## src/hw/adcsq_consts.svh

```systemverilog
`ifndef ADCSQ_CONSTS_SVH
`define ADCSQ_CONSTS_SVH
// ----------------------------------------------------------------
// register indices, byte address is four times the index
// ----------------------------------------------------------------
`define ADCSQ_IDX_CTL0    8'h1F
`define ADCSQ_IDX_CTL1    8'h9F
`define ADCSQ_IDX_CTL2    8'h20
`define ADCSQ_IDX_RES_HI  8'h21
`define ADCSQ_IDX_RES_LO  8'h22
`define ADCSQ_IDX_INT_ST  8'h23
`define ADCSQ_IDX_INT_MSK 8'h24
// ----------------------------------------------------------------
// field positions and reset values
// ----------------------------------------------------------------
`define ADCSQ_C0_CLK_HI   7
`define ADCSQ_C0_CLK_LO   6
`define ADCSQ_C0_CH_LSB   3
`define ADCSQ_C0_GO       2
`define ADCSQ_C0_CH_TOP   1
`define ADCSQ_C0_PWR      0
`define ADCSQ_C1_JUST     7
`define ADCSQ_C1_HALVE    6
`define ADCSQ_C1_NEG      5
`define ADCSQ_C1_POS      4
`define ADCSQ_C2_ACQ_LSB  3
`define ADCSQ_C2_WMASK    8'h38
`define ADCSQ_CTL_RST     8'h00
`define ADCSQ_INT_DONE    0
// ----------------------------------------------------------------
// timing
// ----------------------------------------------------------------
`define ADCSQ_SYS_CLK_NS  50
`define ADCSQ_RC_TAD_NS   4000
`define ADCSQ_RC_TAD_CYC  ((`ADCSQ_RC_TAD_NS) / (`ADCSQ_SYS_CLK_NS))
`define ADCSQ_TCY_NS      200
`define ADCSQ_TCY_CYC     ((`ADCSQ_TCY_NS) / (`ADCSQ_SYS_CLK_NS))
`define ADCSQ_HOLD_TADS   2
`define ADCSQ_SETTLE_CYC  3'h4
`define ADCSQ_NUM_CH      14
`endif

```

## src/hw/adcsq_pkg.sv

```systemverilog
`default_nettype none
package adcsq_pkg;
  // sequencer states
  typedef enum logic [2:0] {SQ_IDLE, SQ_ACQ, SQ_RCW, SQ_CONV, SQ_HOLD} adcsq_seq_t;
  // approximation engine states
  typedef enum logic [1:0] {SA_IDLE, SA_SETUP, SA_BITS, SA_FIN} adcsq_sar_st_t;
  // top module state
  typedef struct packed {
    logic [2:0]  cmp_s;
    logic        cmp_st;
    logic [7:0]  ctl0;
    logic [7:0]  ctl1;
    logic [7:0]  ctl2;
    logic [9:0]  result;
    logic        int_st;
    logic        int_msk;
    adcsq_seq_t  state;
    logic [4:0]  cnt;
    logic        sar_start;
    logic        bvalid;
    logic [1:0]  bresp;
    logic        rvalid;
    logic [1:0]  rresp;
    logic [31:0] rdata;
  } adcsq_top_st_t;
  // approximation engine state
  typedef struct packed {
    adcsq_sar_st_t st;
    logic [9:0]    code;
    logic [3:0]    bitn;
    logic [2:0]    settle;
    logic          done;
  } adcsq_sar_s_t;
  // conversion clock divider state
  typedef struct packed {
    logic [7:0] cnt;
    logic       tad;
  } adcsq_tad_s_t;
endpackage
`default_nettype wire

```

## src/hw/adcsq_conv_if.sv

```systemverilog
`timescale 1ns/1ps
`default_nettype none
// signals between sequencer, conversion clock and approximation engine
interface adcsq_conv_if;
  logic       tad;         // one-cycle conversion-bit enable
  logic       tad_run;     // divider running
  logic [2:0] div_sel;     // {halve, hi, lo} clock source code
  logic       sar_start;   // begin a conversion
  logic       sar_run;     // held high while converting, low aborts
  logic       sar_done;    // one-cycle end of conversion
  logic [9:0] sar_code;    // trial code, final result at done
  logic       cmp_level;   // filtered comparator level
  modport ctl (output tad_run, div_sel, sar_start, sar_run, cmp_level,
               input tad, sar_done, sar_code);
  modport tdg (input tad_run, div_sel, output tad);
  modport sar (input tad, sar_start, sar_run, cmp_level,
               output sar_done, sar_code);
endinterface
`default_nettype wire

```

## src/hw/adcsq_sar.sv

```systemverilog
`timescale 1ns/1ps
`default_nettype none
`include "adcsq_consts.svh"
// successive approximation engine, one setup, ten bits, one finish
module adcsq_sar (
  input  wire logic  sys_clk,  // system clock
  input  wire logic  rst_b,    // synchronised reset, active low
  adcsq_conv_if.sar  cif       // engine controls
);
  adcsq_pkg::adcsq_sar_s_t q_ff, nxt_q;
  logic [9:0] kept;            // trial code after comparator decision

  // ----------------------------------------------------------------
  // engine
  // ----------------------------------------------------------------
  always_comb begin
    nxt_q = q_ff;
    nxt_q.done = 1'b0;
    kept = cif.cmp_level ? q_ff.code : (q_ff.code & ~(10'h001 << q_ff.bitn));
    if (q_ff.settle != 3'h0) begin
      nxt_q.settle = q_ff.settle - 3'h1;
    end
    if (!cif.sar_run) begin
      // abort or power off
      nxt_q.st = adcsq_pkg::SA_IDLE;
    end else begin
      case (q_ff.st)
        adcsq_pkg::SA_IDLE: begin
          if (cif.sar_start) nxt_q.st = adcsq_pkg::SA_SETUP;
        end
        adcsq_pkg::SA_SETUP: begin
          if (cif.tad) begin
            nxt_q.code   = 10'h200;
            nxt_q.bitn   = 4'h9;
            nxt_q.settle = `ADCSQ_SETTLE_CYC;
            nxt_q.st     = adcsq_pkg::SA_BITS;
          end
        end
        adcsq_pkg::SA_BITS: begin
          if (cif.tad && q_ff.settle == 3'h0) begin
            if (q_ff.bitn == 4'h0) begin
              nxt_q.code = kept;
              nxt_q.st   = adcsq_pkg::SA_FIN;
            end else begin
              nxt_q.code   = kept | (10'h001 << (q_ff.bitn - 4'h1));
              nxt_q.bitn   = q_ff.bitn - 4'h1;
              nxt_q.settle = `ADCSQ_SETTLE_CYC;
            end
          end
        end
        default: begin
          if (cif.tad) begin
            nxt_q.done = 1'b1;
            nxt_q.st   = adcsq_pkg::SA_IDLE;
          end
        end
      endcase
    end
  end

  always_ff @(posedge sys_clk or negedge rst_b) begin
    if (!rst_b) begin
      q_ff <= '0;
    end else begin
      q_ff <= nxt_q;
    end
  end

  assign cif.sar_done = q_ff.done;
  assign cif.sar_code = q_ff.code;
endmodule
`default_nettype wire

```

## src/hw/adcsq_tad_gen.sv

```systemverilog
`timescale 1ns/1ps
`default_nettype none
`include "adcsq_consts.svh"
// conversion clock: one-cycle enable every selected period
module adcsq_tad_gen #(
  parameter logic [7:0] RC_DIV = 8'(`ADCSQ_RC_TAD_CYC)  // internal rc period in cycles
) (
  input  wire logic  sys_clk,  // system clock
  input  wire logic  rst_b,    // synchronised reset, active low
  adcsq_conv_if.tdg  cif       // divider controls
);
  adcsq_pkg::adcsq_tad_s_t q_ff, nxt_q;

  // terminal count for each clock source code
  function automatic logic [7:0] last_cnt(input logic [2:0] s);
    logic [7:0] r;
    r = 8'h00;
    case (s)
      3'h0: r = 8'h01;           // 2 periods
      3'h4: r = 8'h03;           // 4 periods
      3'h1: r = 8'h07;           // 8 periods
      3'h5: r = 8'h0F;           // 16 periods
      3'h2: r = 8'h1F;           // 32 periods
      3'h6: r = 8'h3F;           // 64 periods
      default: r = RC_DIV - 8'h01; // internal rc clock
    endcase
    return r;
  endfunction

  // ----------------------------------------------------------------
  // divider
  // ----------------------------------------------------------------
  always_comb begin
    nxt_q = q_ff;
    nxt_q.tad = 1'b0;
    if (!cif.tad_run) begin
      nxt_q.cnt = 8'h00;
    end else if (q_ff.cnt >= last_cnt(cif.div_sel)) begin
      nxt_q.cnt = 8'h00;
      nxt_q.tad = 1'b1;
    end else begin
      nxt_q.cnt = q_ff.cnt + 8'h01;
    end
  end

  always_ff @(posedge sys_clk or negedge rst_b) begin
    if (!rst_b) begin
      q_ff <= '0;
    end else begin
      q_ff <= nxt_q;
    end
  end

  assign cif.tad = q_ff.tad;
endmodule
`default_nettype wire

```

## src/hw/adcsq_top.sv

```systemverilog
// Summary of operation
// - converts selected input to ten-bit result
// - start bit runs acquisition then conversion
// - channel and start accepted in one write
// - fourteen or eleven channels, rest unimplemented
// - channel code from bits 5-3 and 1
// - two result bytes, three control registers
// - control zero: clock, channel, start, power
// - control one: justify, halve, references, ports
// - positive reference: supply or external pin
// - port code turns high channels digital
// - control two holds acquisition time
// - done: load result, clear start, flag
// - acquisition 0,2,4,6,8,12,16,20 bit periods
// - clock: oscillator divided or internal rc
// - conversion lasts at least twelve periods
`timescale 1ns/1ps
`default_nettype none
`include "adcsq_consts.svh"
module adcsq_top #(
  parameter int NUM_CH = `ADCSQ_NUM_CH  // implemented channels, 14 or 11
) (
  input  wire logic              sys_clk,          // 20 MHz system clock
  input  wire logic              rst_b,            // async reset, active low
  input  wire logic [11:0]       s_axi_awaddr,     // write address
  input  wire logic              s_axi_awvalid,    // write address valid
  output logic                   s_axi_awready,    // write address ready
  input  wire logic [31:0]       s_axi_wdata,      // write data
  input  wire logic [3:0]        s_axi_wstrb,      // write byte enables
  input  wire logic              s_axi_wvalid,     // write data valid
  output logic                   s_axi_wready,     // write data ready
  output logic [1:0]             s_axi_bresp,      // write response
  output logic                   s_axi_bvalid,     // write response valid
  input  wire logic              s_axi_bready,     // write response ready
  input  wire logic [11:0]       s_axi_araddr,     // read address
  input  wire logic              s_axi_arvalid,    // read address valid
  output logic                   s_axi_arready,    // read address ready
  output logic [31:0]            s_axi_rdata,      // read data
  output logic [1:0]             s_axi_rresp,      // read response
  output logic                   s_axi_rvalid,     // read data valid
  input  wire logic              s_axi_rready,     // read data ready
  input  wire logic              cmp_in,           // comparator: input above trial
  output logic                   converter_power_on, // analog power enable
  output logic [3:0]             chan_sel,         // selected channel
  output logic                   sample_en,        // sampling switch closed
  output logic [9:0]             dac_code,         // trial code to the dac
  output logic                   pos_ref_ext,      // upper reference from pin
  output logic                   neg_ref_ext,      // lower reference from pin
  output logic [NUM_CH-1:0]      analog_pin_mask,  // high = pin is analog
  output logic                   irq               // level interrupt
);
  localparam logic [1:0] RESP_OK  = 2'h0;
  localparam logic [1:0] RESP_ERR = 2'h2;

  adcsq_pkg::adcsq_top_st_t q_ff, nxt_q;
  logic [1:0] rst_sync_ff;    // reset release synchroniser
  logic       rst_sync_b;     // synchronised reset
  adcsq_conv_if cif ();       // link to divider and engine
  logic       wr_take;        // write address and data taken
  logic       rd_take;        // read address taken
  logic [8:0] wr_dec;         // {hit, index} of write
  logic [8:0] rd_dec;         // {hit, index} of read
  logic       go_set_wr;      // software sets start this cycle
  logic       pwr;            // power bit after this cycle's write
  logic       go;             // start bit after this cycle's write
  logic [3:0] ch_code;        // channel code
  logic       ch_ok;          // channel implemented and analog
  logic [NUM_CH-1:0] amask;   // analog pins

  // ----------------------------------------------------------------
  // helpers
  // ----------------------------------------------------------------
  // byte address to {hit, index}, aligned words only
  function automatic logic [8:0] reg_dec(input logic [11:0] a);
    return {(a[11:10] == 2'h0) && (a[1:0] == 2'h0), a[9:2]};
  endfunction

  // bit periods for each acquisition code
  function automatic logic [4:0] acq_tads(input logic [2:0] c);
    logic [4:0] r;
    r = 5'h00;
    case (c)
      3'h1: r = 5'h02;
      3'h2: r = 5'h04;
      3'h3: r = 5'h06;
      3'h4: r = 5'h08;
      3'h5: r = 5'h0C;
      3'h6: r = 5'h10;
      3'h7: r = 5'h14;
      default: r = 5'h00;
    endcase
    return r;
  endfunction

  // analog mask from port code, first NUM_CH of the 14 columns
  function automatic logic [NUM_CH-1:0] port_mask(input logic [3:0] p);
    logic [NUM_CH-1:0] m;
    m = '0;
    for (int i = 0; i < NUM_CH; i++) begin
      m[i] = (p < 4'h2) || (i < (`ADCSQ_NUM_CH + 1 - int'(p)));
    end
    return m;
  endfunction

  // result byte in chosen justification
  function automatic logic [7:0] res_byte(input logic [9:0] r, input logic rj,
                                          input logic hi);
    logic [7:0] b;
    b = 8'h00;
    if (rj) begin
      b = hi ? {6'h00, r[9:8]} : r[7:0];
    end else begin
      b = hi ? r[9:2] : {r[1:0], 6'h00};
    end
    return b;
  endfunction

  // ----------------------------------------------------------------
  // reset release
  // ----------------------------------------------------------------
  // two flops so every flop leaves reset on the same edge
  always_ff @(posedge sys_clk or negedge rst_b) begin
    if (!rst_b) begin
      rst_sync_ff <= 2'h0;
    end else begin
      rst_sync_ff <= {rst_sync_ff[0], 1'b1};
    end
  end
  assign rst_sync_b = rst_sync_ff[1];

  // ----------------------------------------------------------------
  // combinational decode and derived levels
  // ----------------------------------------------------------------
  assign wr_take   = s_axi_awvalid && s_axi_wvalid && !q_ff.bvalid;
  assign rd_take   = s_axi_arvalid && !q_ff.rvalid;
  assign wr_dec    = reg_dec(s_axi_awaddr);
  assign rd_dec    = reg_dec(s_axi_araddr);
  assign go_set_wr = wr_take && s_axi_wstrb[0] && wr_dec[8]
                     && (wr_dec[7:0] == `ADCSQ_IDX_CTL0)
                     && s_axi_wdata[`ADCSQ_C0_GO];
  assign ch_code = {q_ff.ctl0[`ADCSQ_C0_CH_TOP], q_ff.ctl0[`ADCSQ_C0_CH_LSB +: 3]};
  assign amask   = port_mask(q_ff.ctl1[3:0]);
  assign ch_ok   = (int'(ch_code) < NUM_CH) && amask[ch_code];

  // ----------------------------------------------------------------
  // registers, bus and sequencer
  // ----------------------------------------------------------------
  always_comb begin
    nxt_q = q_ff;
    nxt_q.sar_start = 1'b0;
    // three-flop comparator input, change once stages agree
    nxt_q.cmp_s = {q_ff.cmp_s[1:0], cmp_in};
    if (q_ff.cmp_s[1] == q_ff.cmp_s[2]) nxt_q.cmp_st = q_ff.cmp_s[2];

    // write channel
    if (q_ff.bvalid && s_axi_bready) nxt_q.bvalid = 1'b0;
    if (wr_take) begin
      nxt_q.bvalid = 1'b1;
      nxt_q.bresp  = RESP_OK;
      if (!wr_dec[8]) begin
        nxt_q.bresp = RESP_ERR;
      end else if (wr_dec[7:0] == `ADCSQ_IDX_CTL0) begin
        if (s_axi_wstrb[0]) nxt_q.ctl0 = s_axi_wdata[7:0];
      end else if (wr_dec[7:0] == `ADCSQ_IDX_CTL1) begin
        if (s_axi_wstrb[0]) nxt_q.ctl1 = s_axi_wdata[7:0];
      end else if (wr_dec[7:0] == `ADCSQ_IDX_CTL2) begin
        if (s_axi_wstrb[0]) nxt_q.ctl2 = s_axi_wdata[7:0] & `ADCSQ_C2_WMASK;
      end else if (wr_dec[7:0] == `ADCSQ_IDX_INT_ST) begin
        // write one clears
        if (s_axi_wstrb[0] && s_axi_wdata[`ADCSQ_INT_DONE]) nxt_q.int_st = 1'b0;
      end else if (wr_dec[7:0] == `ADCSQ_IDX_INT_MSK) begin
        if (s_axi_wstrb[0]) nxt_q.int_msk = s_axi_wdata[`ADCSQ_INT_DONE];
      end else if (wr_dec[7:0] == `ADCSQ_IDX_RES_HI ||
                   wr_dec[7:0] == `ADCSQ_IDX_RES_LO) begin
        nxt_q.bresp = RESP_OK;    // read-only, write ignored
      end else begin
        nxt_q.bresp = RESP_ERR;   // unmapped
      end
    end

    // read channel
    if (q_ff.rvalid && s_axi_rready) nxt_q.rvalid = 1'b0;
    if (rd_take) begin
      nxt_q.rvalid = 1'b1;
      nxt_q.rresp  = RESP_OK;
      nxt_q.rdata  = 32'h0000_0000;
      if (!rd_dec[8]) begin
        nxt_q.rresp = RESP_ERR;
      end else if (rd_dec[7:0] == `ADCSQ_IDX_CTL0) begin
        nxt_q.rdata[7:0] = q_ff.ctl0;
      end else if (rd_dec[7:0] == `ADCSQ_IDX_CTL1) begin
        nxt_q.rdata[7:0] = q_ff.ctl1;
      end else if (rd_dec[7:0] == `ADCSQ_IDX_CTL2) begin
        nxt_q.rdata[7:0] = q_ff.ctl2;
      end else if (rd_dec[7:0] == `ADCSQ_IDX_RES_HI) begin
        nxt_q.rdata[7:0] = res_byte(q_ff.result, q_ff.ctl1[`ADCSQ_C1_JUST], 1'b1);
      end else if (rd_dec[7:0] == `ADCSQ_IDX_RES_LO) begin
        nxt_q.rdata[7:0] = res_byte(q_ff.result, q_ff.ctl1[`ADCSQ_C1_JUST], 1'b0);
      end else if (rd_dec[7:0] == `ADCSQ_IDX_INT_ST) begin
        nxt_q.rdata[0] = q_ff.int_st;
      end else if (rd_dec[7:0] == `ADCSQ_IDX_INT_MSK) begin
        nxt_q.rdata[0] = q_ff.int_msk;
      end else begin
        nxt_q.rresp = RESP_ERR;
      end
    end

    // sequencer sees this cycle's write
    pwr = nxt_q.ctl0[`ADCSQ_C0_PWR];
    go  = nxt_q.ctl0[`ADCSQ_C0_GO];
    if (!pwr) begin
      nxt_q.ctl0[`ADCSQ_C0_GO] = 1'b0;
      nxt_q.state = adcsq_pkg::SQ_IDLE;
    end else begin
      case (q_ff.state)
        adcsq_pkg::SQ_IDLE: begin
          if (go) begin
            nxt_q.cnt = acq_tads(nxt_q.ctl2[`ADCSQ_C2_ACQ_LSB +: 3]);
            if (nxt_q.cnt != 5'h00) begin
              nxt_q.state = adcsq_pkg::SQ_ACQ;
            end else if (nxt_q.ctl0[`ADCSQ_C0_CLK_HI] && nxt_q.ctl0[`ADCSQ_C0_CLK_LO]) begin
              // rc clock waits one instruction cycle
              nxt_q.cnt   = 5'(`ADCSQ_TCY_CYC);
              nxt_q.state = adcsq_pkg::SQ_RCW;
            end else begin
              nxt_q.sar_start = 1'b1;
              nxt_q.state     = adcsq_pkg::SQ_CONV;
            end
          end
        end
        adcsq_pkg::SQ_ACQ: begin
          if (!go) begin
            nxt_q.state = adcsq_pkg::SQ_IDLE;
          end else if (cif.tad) begin
            nxt_q.cnt = q_ff.cnt - 5'h01;
            if (q_ff.cnt == 5'h01) begin
              nxt_q.sar_start = 1'b1;
              nxt_q.state     = adcsq_pkg::SQ_CONV;
            end
          end
        end
        adcsq_pkg::SQ_RCW: begin
          if (!go) begin
            nxt_q.state = adcsq_pkg::SQ_IDLE;
          end else begin
            nxt_q.cnt = q_ff.cnt - 5'h01;
            if (q_ff.cnt == 5'h01) begin
              nxt_q.sar_start = 1'b1;
              nxt_q.state     = adcsq_pkg::SQ_CONV;
            end
          end
        end
        adcsq_pkg::SQ_CONV: begin
          if (!go) begin
            nxt_q.state = adcsq_pkg::SQ_IDLE;
          end else if (cif.sar_done) begin
            nxt_q.result = cif.sar_code;
            if (!go_set_wr) nxt_q.ctl0[`ADCSQ_C0_GO] = 1'b0;
            nxt_q.int_st = 1'b1;
            nxt_q.cnt    = 5'(`ADCSQ_HOLD_TADS);
            nxt_q.state  = adcsq_pkg::SQ_HOLD;
          end
        end
        default: begin
          // gap before sampling resumes
          if (cif.tad) begin
            nxt_q.cnt = q_ff.cnt - 5'h01;
            if (q_ff.cnt == 5'h01) nxt_q.state = adcsq_pkg::SQ_IDLE;
          end
        end
      endcase
    end
  end

  always_ff @(posedge sys_clk or negedge rst_sync_b) begin
    if (!rst_sync_b) begin
      q_ff       <= '0;
      q_ff.ctl0  <= `ADCSQ_CTL_RST;
      q_ff.ctl1  <= `ADCSQ_CTL_RST;
      q_ff.ctl2  <= `ADCSQ_CTL_RST;
      q_ff.state <= adcsq_pkg::SQ_IDLE;
    end else begin
      q_ff <= nxt_q;
    end
  end

  // ----------------------------------------------------------------
  // conversion clock and engine
  // ----------------------------------------------------------------
  // clock source code
  assign cif.div_sel   = {q_ff.ctl1[`ADCSQ_C1_HALVE], q_ff.ctl0[`ADCSQ_C0_CLK_HI],
                          q_ff.ctl0[`ADCSQ_C0_CLK_LO]};
  assign cif.tad_run   = q_ff.ctl0[`ADCSQ_C0_PWR] && (q_ff.state != adcsq_pkg::SQ_IDLE)
                         && (q_ff.state != adcsq_pkg::SQ_RCW);
  assign cif.sar_start = q_ff.sar_start;
  assign cif.sar_run   = q_ff.state == adcsq_pkg::SQ_CONV;
  assign cif.cmp_level = q_ff.cmp_st;

  adcsq_tad_gen u_tad (
    .sys_clk (sys_clk),
    .rst_b   (rst_sync_b),
    .cif     (cif)
  );

  adcsq_sar u_sar (
    .sys_clk (sys_clk),
    .rst_b   (rst_sync_b),
    .cif     (cif)
  );

  // ----------------------------------------------------------------
  // outputs
  // ----------------------------------------------------------------
  assign s_axi_awready      = wr_take;
  assign s_axi_wready       = wr_take;
  assign s_axi_bvalid       = q_ff.bvalid;
  assign s_axi_bresp        = q_ff.bresp;
  assign s_axi_arready      = rd_take;
  assign s_axi_rvalid       = q_ff.rvalid;
  assign s_axi_rresp        = q_ff.rresp;
  assign s_axi_rdata        = q_ff.rdata;
  assign converter_power_on = q_ff.ctl0[`ADCSQ_C0_PWR];
  assign chan_sel           = ch_code;
  // sampling in idle and acquisition, off while converting
  assign sample_en          = converter_power_on && ch_ok &&
                              (q_ff.state == adcsq_pkg::SQ_IDLE ||
                               q_ff.state == adcsq_pkg::SQ_ACQ);
  assign dac_code           = cif.sar_code;
  assign pos_ref_ext        = q_ff.ctl1[`ADCSQ_C1_POS];
  assign neg_ref_ext        = q_ff.ctl1[`ADCSQ_C1_NEG];
  assign analog_pin_mask    = amask;
  assign irq                = q_ff.int_st && q_ff.int_msk;
endmodule
`default_nettype wire

```

## config.mk

```make
export PLATFORM = sky130hd
export DESIGN_NAME = adcsq_top
export DESIGN_NICKNAME = d
export VERILOG_FILES = /design/src/hw/adcsq_pkg.sv /design/src/hw/adcsq_conv_if.sv /design/src/hw/adcsq_sar.sv /design/src/hw/adcsq_tad_gen.sv /design/src/hw/adcsq_top.sv
export VERILOG_INCLUDE_DIRS = /design/src /design/src/hw
export SDC_FILE = /design/constraint.sdc
export NUM_CORES = 1
export LEC_CHECK = 0
export BUFFER_PORTS_ARGS = -buffer_cell sky130_fd_sc_hd__buf_2
export CORE_MARGIN = 2
export CORE_UTILIZATION = 54
export DETAILED_ROUTE_END_ITERATION = 6
export PLACE_DENSITY_LB_ADDON = 0.12
export SETUP_SLACK_MARGIN = 0.4
export SKIP_CTS_REPAIR_TIMING = 1
export SLEW_MARGIN = 20
export SYNTH_ARGS = -nofsm -noshare
export SYNTH_HDL_FRONTEND = slang
export SYNTH_SLANG_ARGS = --single-unit
```

## constraint.sdc

```tcl
create_clock -name sys_clk -period 3.7 [get_ports sys_clk]
set_input_delay 0.37 -clock sys_clk [delete_from_list [all_inputs] [get_ports sys_clk]]
set_output_delay 0.37 -clock sys_clk [all_outputs]
set_load 0.005 [all_outputs]
```

Word level (Yosys, flattened, before mapping). Index checks and enable logic that the tools add are counted.

Shifts and indexed selects: 2. Reductions and logical operators: 64. Equality and inequality tests: 53. Multiplexer cells: 108. Add/sub/neg operators: 5. Divide/modulo/power cells: 0. $mul: 0. Magnitude comparators: 18. Bitwise operators: 7.

Operators with widths (count): $mux 8 (16); $eq 8x6->1 const B (10); $mux 2 (25); $mux 24 (2); $pmux 7 s6 (1); $mux 19 (2); $mux 6 (6); $mux 35 (1); $pmux 5 s7 (1); $pmux 17 s2 (1); $pmux 8 s4 (1); $lt 5x5->1 const A (6); $mux 1 (28); $mux 5 (5); $mux 3 (8); $eq 3x3->1 const B (7); $logic_and 1x1->1 (20); $lt 4x5->1 const A (4); $mux 10 (2); $reduce_and 5->1 (4); $shl 1x4->10 const A (2); $mux 9 (2); $eq 8x5->1 const B (2); $eq 8x8->1 const B (2); other kinds (47) (99).

Bits of input ports: 68. Word-level logic and storage cells: 282. Memory bits (read-only): 0. Memories: 0. RAM bits: 0. Latch bits: 0. Output and inout bits: 74. Bits in registers: 89.

Logic depth before layout (Yosys ltp).
Depth in word-level cells: 16. Depth in mapped cells: 9. Depth with buffers taken out: 8.

Hierarchy. A second synthesis with hierarchy kept.

Cells, all modules: 599. Area total of the unflattened synthesis: 5645.4 um^2.

Modules (own cells, without submodules): adcsq_top (seq. area each 1451.4 um^2, cells an instance 393, instances 1, area an instance 3761.1 um^2); adcsq_sar (seq. area each 500.5 um^2, cells an instance 152, instances 1, area an instance 1345.0 um^2); adcsq_tad_gen (seq. area each 225.2 um^2, cells an instance 54, instances 1, area an instance 539.3 um^2).

Worst setup path after synthesis. OpenSTA, ideal clock, no wires.

Path type: input to register. Start point: input port s_axi_awaddr[11]. End point: register q_ff[49] (netlist name). Stages: 5. Path slack: 1059 ps. Required time: 3575 ps. Setup time: 125 ps. Path buffers: 0. Arrival: 2517 ps. Path through: or4_4 -> nor4_4 -> mux2_2 -> nor2_1 -> mux2_2.

Longest elaborated chain between the ends: 5.

RTL lines: from (decl) (line adcsq_top.sv:25) `input wire logic [11:0] s_axi_awaddr,`; $logic_not 2->1 (line adcsq_top.sv:75) `return {(a[11:10] == 2'h0) && (a[1:0] == 2'h0), a[9:2]};`; $logic_and 1x1->1 (line adcsq_top.sv:75); $mux 24 (line adcsq_top.sv:160) `if (!wr_dec[8]) begin`; $mux 24 (line adcsq_top.sv:157) `if (wr_take) begin`; $reduce_and 4->1 (no line); to (signal assigned) (line adcsq_top.sv:283) `q_ff <= nxt_q;`; to (decl) (line adcsq_top.sv:55) `adcsq_pkg::adcsq_top_st_t q_ff, nxt_q;`.

No other way between the ends. A chain may end at the register's enable or synchronous reset.

Final worst setup path.
Start point: register q_ff (netlist bit s_axi_bvalid). End point: register q_ff[41] (netlist name).

Longest elaborated chain between the ends: 12. Elaborated cells on any way between the ends: 25. Those cells by class: 11 x eq/ne; 9 x mux; 5 x reduce/logical.

RTL lines: $logic_not 1->1 (*) (line adcsq_top.sv:134) `assign wr_take = s_axi_awvalid && s_axi_wvalid && !q_ff.bvalid;`; $logic_and 1x1->1 (*) (line adcsq_top.sv:134); $mux 24 (*) (line adcsq_top.sv:157); $eq 3x3->1 (tied with other cells) (line adcsq_top.sv:82) `case (c)`; $pmux 5 s7 (line adcsq_top.sv:82); $mux 5 (line adcsq_top.sv:217) `if (go) begin`; $mux 5 (line adcsq_top.sv:215) `case (q_ff.state)`; $mux 5 (line adcsq_top.sv:211) `if (!pwr) begin`; $reduce_bool 5->1 / $mux 5 (equally long branches) (line adcsq_top.sv:219, adcsq_top.sv:221); $mux 6 (line adcsq_top.sv:219) `if (nxt_q.cnt != 5'h00) begin`; $mux 9 (line adcsq_top.sv:217); $pmux 8 s4 (line adcsq_top.sv:215).

Every way passes the cells marked *; elsewhere a longest branch is shown, timed or not. The select of a mux whose other input is x is not followed.

==> run summary <==
The final total negative setup slack came out at 0 ps. Pin placement for this block handled 142 I/O pins. The headroom to the max-slew limit came out at 0.4927. The largest individual stage delay along the critical path comes from the cell sky130_fd_sc_hd__nor4_4. The first TritonRoute pass finished after 4 iterations. Traced cell by cell, the critical path runs through nand4b_1 -> nor4_4 -> mux2_2 -> or3_1 -> o311ai_1. The final setup slack of the worst path came out at 1072 ps. TritonCTS built the clock tree.

The largest stage delay on the critical path is 560 ps. The areal power density over the cells came out at 287.8 mW/mm^2. The worst hold slack came out at 104.3 ps.

In the finished design, the share of the clock period the worst path needs comes to 0.7104. After detailed routing, the total wire length is 12180 um. The post-synthesis cell type with the largest combined area is sky130_fd_sc_hd__dfrtp_1.

The number of warning messages in the yosys log is 0. Clock tree synthesis selected as its root buffer the cell sky130_fd_sc_hd__clkbuf_8. The die height is 104.4 um. The share of the synthesized area in the top cell type came out at 0.3998. The count of filler cells inserted in the layout came out at 881. Setup repair after global routing left no endpoint under its margin. In this run the worst path has a maximum fanout of 6. The shortest clock period the worst path allows after layout is 2628 ps. The data required time of the critical path is 3950 ps.

The worst setup path is captured at a flip-flop. The fraction of synthesis flops using an asynchronous set or reset pin came out at 1.000. The number of max-cap violations came out at 0. The final antenna diode count is 0. The number of library cell types mapped by synthesis is 69.

The setup-violating endpoint count in the final report is 0. The register clock-pin slew on the reported worst setup and hold paths came out at 100 ps. The DRC violation count after routing is 0.

The routed length per placed instance is 15.46 um. The fmax is 380.5 MHz. The power after layout came out at 0.001708 W.

STA puts the critical path data arrival time at 2880 ps. Across the VDD grid, the largest voltage drop is 183.7 uV. The wire length of the first global-routing pass came out at 20130 um.

The maximum number of pins on one net before global-route repair came out at 86. The remaining antenna violation count after routing is 0. The net count of the finished layout is 736. Counting flops and latches in the post-synthesis netlist gives 87.

The worst slack at placement is 745.3 ps. The register area came out at 0.002181 mm^2. The combined area of the multi-input logic cells came out at 0.002818 mm^2.

The count of buffer and inverter cells on the critical path is 0. Port buffering added 88 buffers. The flow ran to the end, and the final reports show no timing, DRC or antenna violations. The clock passes through at most 2 buffers. The transition time at the pin with the least slew margin is 757.6 ps. The row count came out at 36. The leakage power is 2.774 nW.

The area of the die came out at 0.01090 mm^2. By area the synthesized netlist is led by sky130_fd_sc_hd__dfrtp_1 40%, sky130_fd_sc_hd__buf_4 7.0%, sky130_fd_sc_hd__mux2_2 6.0%. The number of global-route vias before repair came out at 4033. The total via count after detailed routing is 4482.

The min-delay analysis places its worst path in the category input pin to flip-flop. The number of flops mapped to enable cells by yosys is 0. The number of buffers added by the clock tree synthesis step is 9. The gate count after technology mapping came out at 591. The final clock skew is 11.49 ps. The worst setup path is of the flip-flop to flip-flop kind. Relative to the synthesized area, the layout overhead comes to 9.007%. The share of post-route cells with drive strength above 1 is 0.2321. By count the netlist is led by 87 x sky130_fd_sc_hd__dfrtp_1, 56 x sky130_fd_sc_hd__nand2_1, 53 x sky130_fd_sc_hd__o21ai_0. The number of antenna violations at the first check in global routing came to 0.

The detailed-placement wirelength estimate came out at 9233 um. The number of clock sinks is 87. The remaining global-route overflow is 0. The global router's overall resource usage came out at 0.2256.

The sequential fraction of the synthesis area came out at 0.3998. The most used standard cell by instance count after synthesis is sky130_fd_sc_hd__dfrtp_1. The post-synthesis instance area is 0.005445 mm^2. The count of final hold-check violations came out at 0. The core region area is 0.009774 mm^2. STA classifies the critical path startpoint as a flip-flop.

Once placement completed, the tool counted placed cells totaling 770. The gate family responsible for the most delay along the worst path is simple AND/OR/NAND/NOR gates. The max-slew violation count came out at 0.

The number of DRC markers in iteration 0 is 303. At the end of routability-driven placement, the weighted congestion stood at 0.8665. The initial core utilization is 0.5571.

The H-tree was split into 3 levels. For the worst-skew pair, the clock arrives at the later sink with an insertion delay of 360 ps. The final instance count without filler cells is 788. Dividing the detail-routed via count by the number of cells gives 5.688.

From left edge to right edge, the die measures 104.4 um. The post-synthesis average cell area is 9.214 um^2. The most used flip-flop cell after synthesis is sky130_fd_sc_hd__dfrtp_1.
layout by cell type, fill, tap and decap left out, types with 8 or more instances in the layout:
| cell type | instances |
|---|---|
| sky130_fd_sc_hd__and3_1 | 8 |
| sky130_fd_sc_hd__nand2_1 | 56 |
| sky130_fd_sc_hd__mux2_2 | 29 |
| sky130_fd_sc_hd__clkbuf_8 | 9 |
| sky130_fd_sc_hd__nor2_1 | 41 |
| sky130_fd_sc_hd__nand2b_1 | 12 |
| sky130_fd_sc_hd__inv_1 | 22 |
| sky130_fd_sc_hd__a21oi_1 | 29 |
| sky130_fd_sc_hd__ha_1 | 18 |
| sky130_fd_sc_hd__nor3_1 | 13 |
| sky130_fd_sc_hd__conb_1 | 27 |
| sky130_fd_sc_hd__nand3_1 | 16 |
| sky130_fd_sc_hd__o21ai_0 | 53 |
| sky130_fd_sc_hd__dfrtp_1 | 86 |
| sky130_fd_sc_hd__buf_2 | 88 |
state kept, by name, indices dropped and copies added (netlist names), 2 cells and up:
name	flops
u_sar.cif.sar_code	10
rst_sync_ff	2
nxt_q	2
s_axi_rdata	8
u_tad.q_ff	8
u_sar.q_ff	9
chan_sel	4
cif.div_sel	3
q_ff	30
cell type report:
cell class / instances / area share
flip-flops and latches: 87 / 0.3674
well taps: 133 / 0.02804
clock inverters: 7 / 0.01075
repair buffers: 93 / 0.08432
clock buffers: 9 / 0.02087
inverters: 22 / 0.01391
multi-input cells: 437 / 0.4747
worst reg2reg max path, cell delays in order, from the launching register on:
cell                       delay [ps]
sky130_fd_sc_hd__dfrtp_1          410
sky130_fd_sc_hd__nand4b_1         300
sky130_fd_sc_hd__nor4_4           560
sky130_fd_sc_hd__mux2_2           470
sky130_fd_sc_hd__or3_1            440
sky130_fd_sc_hd__o311ai_1         340
stage by stage:
| step | utilization | area, um^2 |
|---|---|---|
| finish | 0.6073 | 5936 |
| CTS | 0.6034 | 5898 |
| detailed placement | 0.5842 | 5710 |
| floorplan | - | 5539 |
| global route | 0.6073 | 5936 |
| global placement | 0.5842 | 5710 |
routing by layer:
layer | up-vias | wire length (um) | GRT usage
met1 | 2144 | 5634 | 0.3247
met2 | 134 | 5781 | 0.3464
met3 | 20 | 547 | 0.03509
met4 | 0 | 218 | 0.07819
li1 | 2184 | - | -
met5 | - | 0 | 0
path summary, 6_finish.rpt:
path                                      from               endpoint  slack, ps  cells past startpoint
worst min register to register  rst_sync_ff[1]          u_tad.q_ff[6]        310                      0
min in group asynchronous       rst_sync_ff[1]          u_tad.q_ff[6]        310                      0
worst max register to register    s_axi_bvalid               q_ff[41]       1070                      5
max in group asynchronous       rst_sync_ff[1]  u_sar.cif.sar_code[1]       2800                      1
worst min-delay path                    cmp_in              nxt_q[85]        100                      1
worst max-delay path              s_axi_bvalid               q_ff[41]       1070                      5
cell families (layout without fill, tap and decap cells):
group / count (synthesis) / count (layout) / synth area share
simple gates: 197 / 197 / 0.1889
compound gates: 146 / 146 / 0.1728
buf+inv: 92 / 131 / 0.09995
flops: 87 / 87 / 0.3998
mux: 38 / 38 / 0.07790
fa+ha+maj: 19 / 19 / 0.04320
xor+xnor: 10 / 10 / 0.01609
other cells: 2 / 27 / 0.001379
where the power goes:
part	switching [W]	internal (W)
logic	0.0000583	0.0000354
clock network	0.000386	0.000259
registers	0.0000121	0.000957
Note: power is estimated with default switching activity, not from simulation.
